`config.mk`:
```
export PLATFORM = sky130hd
export DESIGN_NAME = alpm_top
export DESIGN_NICKNAME = d
export VERILOG_FILES = /design/src/shared/alpm_pkg.sv /design/src/shared/alpm_tmr_if.sv /design/src/alpm_top.sv /design/src/alpm_timer.sv
export VERILOG_INCLUDE_DIRS = /design/src /design/src/shared
export SDC_FILE = /design/constraint.sdc
export NUM_CORES = 1
export LEC_CHECK = 0
export CORE_MARGIN = 2
export CORE_UTILIZATION = 25
export CTS_CLUSTER_DIAMETER = 100
export DETAILED_ROUTE_END_ITERATION = 16
export DONT_BUFFER_PORTS = 1
export PLACE_DENSITY = 0.48
export SYNTH_ARGS = -nofsm -noshare
export SYNTH_HDL_FRONTEND = slang
export SYNTH_SLANG_ARGS = --single-unit
```
`constraint.sdc`:
```
create_clock -name clock_i -period 2.7 [get_ports clock_i]
set_input_delay 0.27 -clock clock_i [delete_from_list [all_inputs] [get_ports clock_i]]
set_output_delay 0.27 -clock clock_i [all_outputs]
set_load 0.01 [all_outputs]
```
`src/shared/alpm_cfg.svh`:
```
`ifndef ALPM_CFG_SVH
`define ALPM_CFG_SVH

// ----------------------------------------------------------------------
// Clock rate and timing figures
// ----------------------------------------------------------------------
// Clock rate in MHz.
`define ALPM_CLK_MHZ      25
// Conversion time in ns.
`define ALPM_CONV_NS      400
// Light sleep wake-up time in ns.
`define ALPM_LS_WAKE_NS   200
// Deep sleep power-up time in ns.
`define ALPM_DS_WAKE_NS   40000
// Least times round up to whole cycles.
`define ALPM_NS2CYC(ns)   (((ns) * `ALPM_CLK_MHZ + 999) / 1000)
`define ALPM_CONV_CYC     `ALPM_NS2CYC(`ALPM_CONV_NS)
`define ALPM_LS_WAKE_CYC  `ALPM_NS2CYC(`ALPM_LS_WAKE_NS)
`define ALPM_DS_WAKE_CYC  `ALPM_NS2CYC(`ALPM_DS_WAKE_NS)

// ----------------------------------------------------------------------
// Configuration write port
// ----------------------------------------------------------------------
`define ALPM_ADDR_W       8
`define ALPM_DATA_W       8
`define ALPM_CNT_W        16
// Address of the unlock key register and the key itself.
`define ALPM_UNLOCK_ADDR  8'h11
`define ALPM_UNLOCK_KEY   8'h69
// Address of the power control register.
`define ALPM_PCTL_ADDR    8'h10
// Field positions within the power control register.
`define ALPM_LS_EN_BIT    0
`define ALPM_DS_REQ_BIT   1
`define ALPM_PCTL_RESET   8'h00

`endif

```
`src/shared/alpm_pkg.sv`:
```
`default_nettype none

package alpm_pkg;

   // ----------------------------------------------------------------------
   // Power states
   // ----------------------------------------------------------------------
   // Operating states of the sequencer.
   typedef enum logic [2:0] {
      ACQUIRE,
      CONVERT,
      LIGHT_SLEEP,
      LIGHT_WAKE,
      DEEP_SLEEP,
      DEEP_WAKE
   } alpm_state_type;

endpackage : alpm_pkg

`default_nettype wire

```
`src/shared/alpm_tmr_if.sv`:
```
`default_nettype none
`include "alpm_cfg.svh"

// ----------------------------------------------------------------------
// Interval timer carrier
// ----------------------------------------------------------------------
interface alpm_tmr_if;
   logic                   start;
   logic [`ALPM_CNT_W-1:0] load;
   logic                   expire;

   modport ctrl (output start, output load, input expire);
   modport tmr  (input start, input load, output expire);
endinterface : alpm_tmr_if

`default_nettype wire

```
`src/alpm_top.sv`:
```
// Summary of operation
// - Normal mode keeps every block powered between conversions.
// - Light sleep is entered only while the light sleep enable bit is 1.
// - Light sleep powers down a subset of blocks during acquisition.
// - Enabled, a conversion ending with trigger high enters light sleep.
// - Light sleep lasts while the trigger stays high.
// - Trigger falling edge ends light sleep and starts waking blocks.
// - Cycle equals conversion time plus sleep time plus wake time.
// - Conversion time is fixed; spare cycle time goes to light sleep.
// - Deep sleep starts on chip select rising after the request.
// - Deep sleep drops all analog power; interface and registers stay.
// - Ready indicator stays high throughout deep sleep.
// - Leaving deep sleep keeps ready high; host waits the power-up time.
`default_nettype none
`include "alpm_cfg.svh"

module alpm_top (
   input  wire logic                    clock_i,
   input  wire logic                    reset_i,
   input  wire logic                    conversion_trigger_i,
   input  wire logic                    chip_select_n_i,
   input  wire logic                    cfg_write_i,
   input  wire logic [`ALPM_ADDR_W-1:0] cfg_addr_i,
   input  wire logic [`ALPM_DATA_W-1:0] cfg_data_i,
   output logic                         ready_indicator_o,
   output logic                         converting_o,
   output logic                         core_power_on_o,
   output logic                         light_blocks_on_o,
   output logic                         waking_o,
   output logic [`ALPM_DATA_W-1:0]      power_control_o
);

   localparam int CONV_D = `ALPM_CONV_CYC;
   localparam int LSW_D  = `ALPM_LS_WAKE_CYC;
   localparam int DSW_D  = `ALPM_DS_WAKE_CYC;

   // ----------------------------------------------------------------------
   // Decoding helpers
   // ----------------------------------------------------------------------
   // True when a configuration write hits the given address.
   function automatic logic hit(input logic                    wr,
                                input logic [`ALPM_ADDR_W-1:0] addr,
                                input logic [`ALPM_ADDR_W-1:0] target);
      hit = wr && (addr == target);
   endfunction : hit

   // ----------------------------------------------------------------------
   // Declarations
   // ----------------------------------------------------------------------
   alpm_pkg::alpm_state_type   state_reg;
   alpm_pkg::alpm_state_type   state_next;
   logic [`ALPM_DATA_W-1:0]    pctl_reg;
   logic [`ALPM_DATA_W-1:0]    pctl_next;
   logic                       unlock_reg;
   logic                       unlock_next;
   logic                       arm_reg;
   logic                       arm_next;
   logic                       trig_prev_reg;
   logic                       cs_n_prev_reg;
   logic                       ready_reg;
   logic                       ready_next;
   logic                       conv_reg;
   logic                       conv_next;
   logic                       core_reg;
   logic                       core_next;
   logic                       light_reg;
   logic                       light_next;
   logic                       wake_reg;
   logic                       wake_next;
   logic                       trig_rise;
   logic                       trig_fall;
   logic                       cs_rise;
   logic                       ls_en;
   logic                       ds_req;
   logic                       pctl_wr;
   logic                       key_wr;
   logic                       ds_go;

   alpm_tmr_if tmr_bus ();

   alpm_timer u_timer (
      .clock_i (clock_i),
      .reset_i (reset_i),
      .tmr     (tmr_bus)
   );

   // ----------------------------------------------------------------------
   // Edge detection on the host pins
   // ----------------------------------------------------------------------
   // Edges are taken against the previous sample of each pin.
   assign trig_rise = conversion_trigger_i && !trig_prev_reg;
   assign trig_fall = !conversion_trigger_i && trig_prev_reg;
   assign cs_rise   = chip_select_n_i && !cs_n_prev_reg;

   always_ff @(posedge clock_i) begin
      if (reset_i) begin
         trig_prev_reg <= 1'b0;
         cs_n_prev_reg <= 1'b1;
      end else begin
         trig_prev_reg <= conversion_trigger_i;
         cs_n_prev_reg <= chip_select_n_i;
      end
   end

   // ----------------------------------------------------------------------
   // Power control register and unlock
   // ----------------------------------------------------------------------
   assign ls_en   = pctl_reg[`ALPM_LS_EN_BIT];
   assign ds_req  = pctl_reg[`ALPM_DS_REQ_BIT];
   assign pctl_wr = hit(cfg_write_i, cfg_addr_i, `ALPM_PCTL_ADDR);
   assign key_wr  = hit(cfg_write_i, cfg_addr_i, `ALPM_UNLOCK_ADDR)
                    && (cfg_data_i == `ALPM_UNLOCK_KEY);

   // The key opens the request bit for one write; any other write relocks it.
   always_comb begin
      pctl_next   = pctl_reg;
      unlock_next = unlock_reg;
      if (key_wr) begin
         unlock_next = 1'b1;
      end else if (cfg_write_i) begin
         unlock_next = 1'b0;
      end
      if (pctl_wr) begin
         pctl_next = cfg_data_i;
         // A set without the unlock keeps the old request.
         if (cfg_data_i[`ALPM_DS_REQ_BIT] && !unlock_reg) begin
            pctl_next[`ALPM_DS_REQ_BIT] = ds_req;
         end
      end
   end

   always_ff @(posedge clock_i) begin
      if (reset_i) begin
         pctl_reg   <= `ALPM_PCTL_RESET;
         unlock_reg <= 1'b0;
      end else begin
         pctl_reg   <= pctl_next;
         unlock_reg <= unlock_next;
      end
   end

   // ----------------------------------------------------------------------
   // Deep sleep arming
   // ----------------------------------------------------------------------
   // The chip select rising edge closing the request access arms entry.
   assign ds_go = arm_reg || (cs_rise && ds_req);

   // Entry waits out a running conversion; a cleared request disarms.
   always_comb begin
      arm_next = arm_reg;
      if (cs_rise && ds_req) begin
         arm_next = 1'b1;
      end
      if (state_next == alpm_pkg::DEEP_SLEEP
          || !pctl_next[`ALPM_DS_REQ_BIT]) begin
         arm_next = 1'b0;
      end
   end

   always_ff @(posedge clock_i) begin
      if (reset_i) begin
         arm_reg <= 1'b0;
      end else begin
         arm_reg <= arm_next;
      end
   end

   // ----------------------------------------------------------------------
   // Power state sequencer
   // ----------------------------------------------------------------------
   // Moves between acquisition, conversion, light and deep sleep.
   always_comb begin
      state_next    = state_reg;
      tmr_bus.start = 1'b0;
      tmr_bus.load  = '0;
      case (state_reg)
         alpm_pkg::ACQUIRE: begin
            if (ds_go) begin
               state_next = alpm_pkg::DEEP_SLEEP;
            end else if (trig_rise) begin
               state_next    = alpm_pkg::CONVERT;
               tmr_bus.start = 1'b1;
               tmr_bus.load  = `ALPM_CNT_W'(`ALPM_CONV_CYC);
            end
         end
         alpm_pkg::CONVERT: begin
            if (tmr_bus.expire) begin
               if (ds_go) begin
                  state_next = alpm_pkg::DEEP_SLEEP;
               end else if (ls_en && conversion_trigger_i) begin
                  state_next = alpm_pkg::LIGHT_SLEEP;
               end else begin
                  state_next = alpm_pkg::ACQUIRE;
               end
            end
         end
         alpm_pkg::LIGHT_SLEEP: begin
            if (ds_go) begin
               state_next = alpm_pkg::DEEP_SLEEP;
            end else if (!conversion_trigger_i) begin
               state_next    = alpm_pkg::LIGHT_WAKE;
               tmr_bus.start = 1'b1;
               tmr_bus.load  = `ALPM_CNT_W'(`ALPM_LS_WAKE_CYC);
            end
         end
         alpm_pkg::LIGHT_WAKE: begin
            if (tmr_bus.expire) begin
               state_next = alpm_pkg::ACQUIRE;
            end
         end
         alpm_pkg::DEEP_SLEEP: begin
            if (!ds_req) begin
               state_next    = alpm_pkg::DEEP_WAKE;
               tmr_bus.start = 1'b1;
               tmr_bus.load  = `ALPM_CNT_W'(`ALPM_DS_WAKE_CYC);
            end
         end
         alpm_pkg::DEEP_WAKE: begin
            if (tmr_bus.expire) begin
               state_next = alpm_pkg::ACQUIRE;
            end
         end
         default: begin
            state_next = alpm_pkg::ACQUIRE;
         end
      endcase
   end

   always_ff @(posedge clock_i) begin
      if (reset_i) begin
         state_reg <= alpm_pkg::ACQUIRE;
      end else begin
         state_reg <= state_next;
      end
   end

   // ----------------------------------------------------------------------
   // Registered outputs
   // ----------------------------------------------------------------------
   // Outputs follow the next state so they line up with the state register.
   always_comb begin
      conv_next  = (state_next == alpm_pkg::CONVERT);
      ready_next = (state_next != alpm_pkg::CONVERT);
      core_next  = (state_next != alpm_pkg::DEEP_SLEEP);
      light_next = (state_next != alpm_pkg::DEEP_SLEEP)
                   && (state_next != alpm_pkg::LIGHT_SLEEP);
      wake_next  = (state_next == alpm_pkg::LIGHT_WAKE)
                   || (state_next == alpm_pkg::DEEP_WAKE);
   end

   always_ff @(posedge clock_i) begin
      if (reset_i) begin
         conv_reg  <= 1'b0;
         ready_reg <= 1'b1;
         core_reg  <= 1'b1;
         light_reg <= 1'b1;
         wake_reg  <= 1'b0;
      end else begin
         conv_reg  <= conv_next;
         ready_reg <= ready_next;
         core_reg  <= core_next;
         light_reg <= light_next;
         wake_reg  <= wake_next;
      end
   end

   assign converting_o      = conv_reg;
   assign ready_indicator_o = ready_reg;
   assign core_power_on_o   = core_reg;
   assign light_blocks_on_o = light_reg;
   assign waking_o          = wake_reg;
   assign power_control_o   = pctl_reg;

   // Counts power-up cycles; the wait is too long for a plain delay.
   logic [`ALPM_CNT_W-1:0] dsw_cnt_reg;
   logic [`ALPM_CNT_W-1:0] dsw_cnt_next;

   always_comb begin
      dsw_cnt_next = '0;
      if (state_reg == alpm_pkg::DEEP_WAKE) begin
         dsw_cnt_next = dsw_cnt_reg + `ALPM_CNT_W'(1);
      end
   end

   always_ff @(posedge clock_i) begin
      if (reset_i) begin
         dsw_cnt_reg <= '0;
      end else begin
         dsw_cnt_reg <= dsw_cnt_next;
      end
   end
endmodule : alpm_top

`default_nettype wire

```
`src/alpm_timer.sv`:
```
`default_nettype none
`include "alpm_cfg.svh"

module alpm_timer (
   input  wire logic clock_i,
   input  wire logic reset_i,
   alpm_tmr_if.tmr   tmr
);

   logic [`ALPM_CNT_W-1:0] count_reg;
   logic [`ALPM_CNT_W-1:0] count_next;

   // A start loads the interval; otherwise the count runs down to zero.
   always_comb begin
      count_next = count_reg;
      if (tmr.start) begin
         count_next = tmr.load;
      end else if (count_reg != '0) begin
         count_next = count_reg - `ALPM_CNT_W'(1);
      end
   end

   always_ff @(posedge clock_i) begin
      if (reset_i) begin
         count_reg <= '0;
      end else begin
         count_reg <= count_next;
      end
   end

   // Expiry marks the last cycle of the interval.
   assign tmr.expire = (count_reg == `ALPM_CNT_W'(1));

endmodule : alpm_timer

`default_nettype wire

```
==> impl_metrics.tcl <==
set metrics [dict create \
    grt.total_usage_pct 11.14 \
    path_cells "ha_1 > nor4b_1 > nand4_1 > or4_1 > a211oi_1" \
    grt-ovfl-total 0 \
    std_cell_rows 30 \
    synth_area_mm2 0.001789 \
    fill_cells 751 \
    startpoint_type "flip-flop" \
    drive_gt1_share_pct 8.134 \
    synth.distinct_cells 47 \
    drv_slew 0 \
    max_stage_delay_ns 0.56 \
    dpl_cell_area_mm2 0.001884 \
    layout.nets 232 \
    design_area_mm2 0.001992 \
    dp_hpwl_um 2910 \
    clock_path_buffers 2 \
    h-tree-depth 2 \
    synth_xor_area_share_pct 5.385 \
    grt_pass1_wl_um 6755 \
    seq_area_um2 720.7 \
    cts_buffers 5 \
    cp.required_ns 2.91 \
    finClkSkew_ns 0.006103 \
    core_area_mm2 0.006869 \
    whs_ns 0.04912 \
    diodes 0 \
    antenna_found_initial 0 \
    tritoncts "built" \
    dp_cells 297 \
    clkLatencyLatePin_ns 0.28 \
    power_density_mw_per_mm2 1125 \
    synth-async-reset-ratio_pct 0 \
    path_class "reg -> reg" \
    synth_top_family_by_area "simple AND/OR/NAND/NOR gates" \
    critPathBufInv 0 \
    end_kind "flip-flop" \
    antenna_left 0 \
    rsz0062_at_grt "no" \
    relSlewSlack_pct 42.37 \
    worstPathArrival_ns 2.35 \
    fp.dieH_um 88.60 \
    dr.pass1.iters 4 \
    yosysSeqAreaShare_pct 40.28 \
    power_mw 2.241 \
    tns_ns 0 \
    start_util_pct 26.05 \
    clk_pin_slew_ns 0.07 \
    fmax_ghz 0.4666 \
    postCtsSetupRepairBufs 0 \
    dieArea_mm2 0.007850 \
    largest_reg_flops 16 \
    crit_slowest_cell "or4_1" \
    ys_seq_elements 36 \
    cp_top_family "simple AND/OR/NAND/NOR gates" \
    grt_pass1_vias 1431 \
    drc 0 \
    fin_crit_sh_pct 79.38 \
    drtIter0Drc 99 \
    synth_compound_area_share_pct 13.50 \
    yosys.area.top_type_share_pct 40.28 \
    synthAdderAreaFrac_pct 2.098 \
    ctsRootBufferMaster "clkbuf_8" \
    postCtsResizedCells 0 \
    vias_per_cell 4.784 \
    die_x_um 88.60 \
    muxShareOfSynthArea_pct 5.035 \
    worst_pin_slew_ns 0.8578 \
    io_pins 34 \
    worst-path-max-fanout 7 \
    clock-sinks 36 \
    p_leak_nw 0.7580 \
    yosys_warnings 0 \
    status "completed" \
    setup-violations-final 0 \
    place_congestion 0.8130 \
    syn_avg_cell_area_um2 8.602 \
    port_buffers 0 \
    vdd_ir_drop_max_uv 365.2 \
    synth-edff-count 0 \
    hold_viol 0 \
    synth-simple-area-share_pct 30.42 \
    fin_crit_ns 2.143 \
    synth_area_leaders "dfxtp_1, nor2_1, mux2i_1" \
    hold_path.class "in -> reg" \
    multi_input_area_mm2 0.001010 \
    grt_start_max_net_pins 21 \
    syn2layout_area_growth_pct 11.33 \
    drt_wl_total_um 3972 \
    synth_flop_cell "dfxtp_1" \
    synthTopCellsByCount "dfxtp_1, nor2_1, nand2_1, a21oi_1, xor2_1" \
    vias 1459 \
    synth.net_count 232 \
    netlist_instances 208 \
    drt-wirelength-per-cell_um 13.02 \
    layoutNonFillerInstCount 305 \
    yosys.area.top_type "dfxtp_1" \
    maxCapViolCount 0 \
    ctsHoldBuffers 0 \
]
[placed cells by master (no fill, tap or decap), types with 3 or more instances in the layout]
cell      count
nor4_1        6
o21ai_0       3
a21oi_1      10
o211ai_1      3
nand2b_1      6
inv_1         7
nor2_1       36
xor2_1       10
or4_1         3
or2_1         3
clkbuf_8      5
nand2_1      11
mux2i_1       9
a21o_1        3
dfxtp_1      36
nand3_1       6
nor3_1        5
nand4_1       5
ha_1          3
[metrics by stage]
stage          utilization, %  setup slack, ns
6_report                29.00           0.5569
5_1_grt                 29.00           0.2777
4_1_cts                 29.00           0.5819
3_5_place_dp            27.43           0.5726
3_3_place_gp            27.43           0.6247
2_1_floorplan               -           0.8497
[worst paths after layout]
| check | depth (start not counted) | to | slack [ns] | from |
|---|---|---|---|---|
| min | 1 | trig_prev_reg | 0.05 | reset_i |
| min reg2reg | 2 | power_control_o[4] | 0.56 | power_control_o[4] |
| max | 5 | state_reg[1] | 0.56 | u_timer.count_reg[0] |
| max reg2reg | 5 | state_reg[1] | 0.56 | u_timer.count_reg[0] |
[power breakdown]
part / internal [mW] / switching [mW] / total [mW] / leakage [nW]
combinational: 0.414 / 0.547 / 0.961 / 0.409
clock: 0.274 / 0.194 / 0.468 / 0.0552
sequential: 0.653 / 0.159 / 0.812 / 0.294
total: 1.34 / 0.900 / 2.24 / 0.758
[routing by layer]
metal / global-route usage (%) / vias to the layer above / share of wire, %
met2: 16.06 / 40 / 43
li1: - / 741 / -
met3: 3.825 / 6 / 5.4
met1: 16.03 / 672 / 51
met5: 0 / - / 0
met4: 2.479 / 0 / 0.60
[cell families (layout without fill, tap and decap cells)]
logic type | Yosys count | after routing
AND/OR/NAND/NOR | 99 | 99
flip-flops | 36 | 36
AO/OA/AOI/OAI | 35 | 35
buffers and inverters | 15 | 16
XOR/XNOR | 11 | 11
multiplexers | 9 | 9
adder cells (fa/ha/maj) | 3 | 3
[area by class of cell]
type	count	area share [%]
inverter	7	1.319
sequential	36	36.18
clock buffer	6	3.643
multi-input combinational	157	50.69
tap	96	6.030
clock inverter	2	1.759
timing repair buffer	1	0.3769
[worst register-to-register path: stages (launching register included)]
cell and delay [ns]:
dfxtp_1 0.45, ha_1 0.18, nor4b_1 0.31, nand4_1 0.34, or4_1 0.56, a211oi_1 0.22
Power figures use the tool's default switching activity.
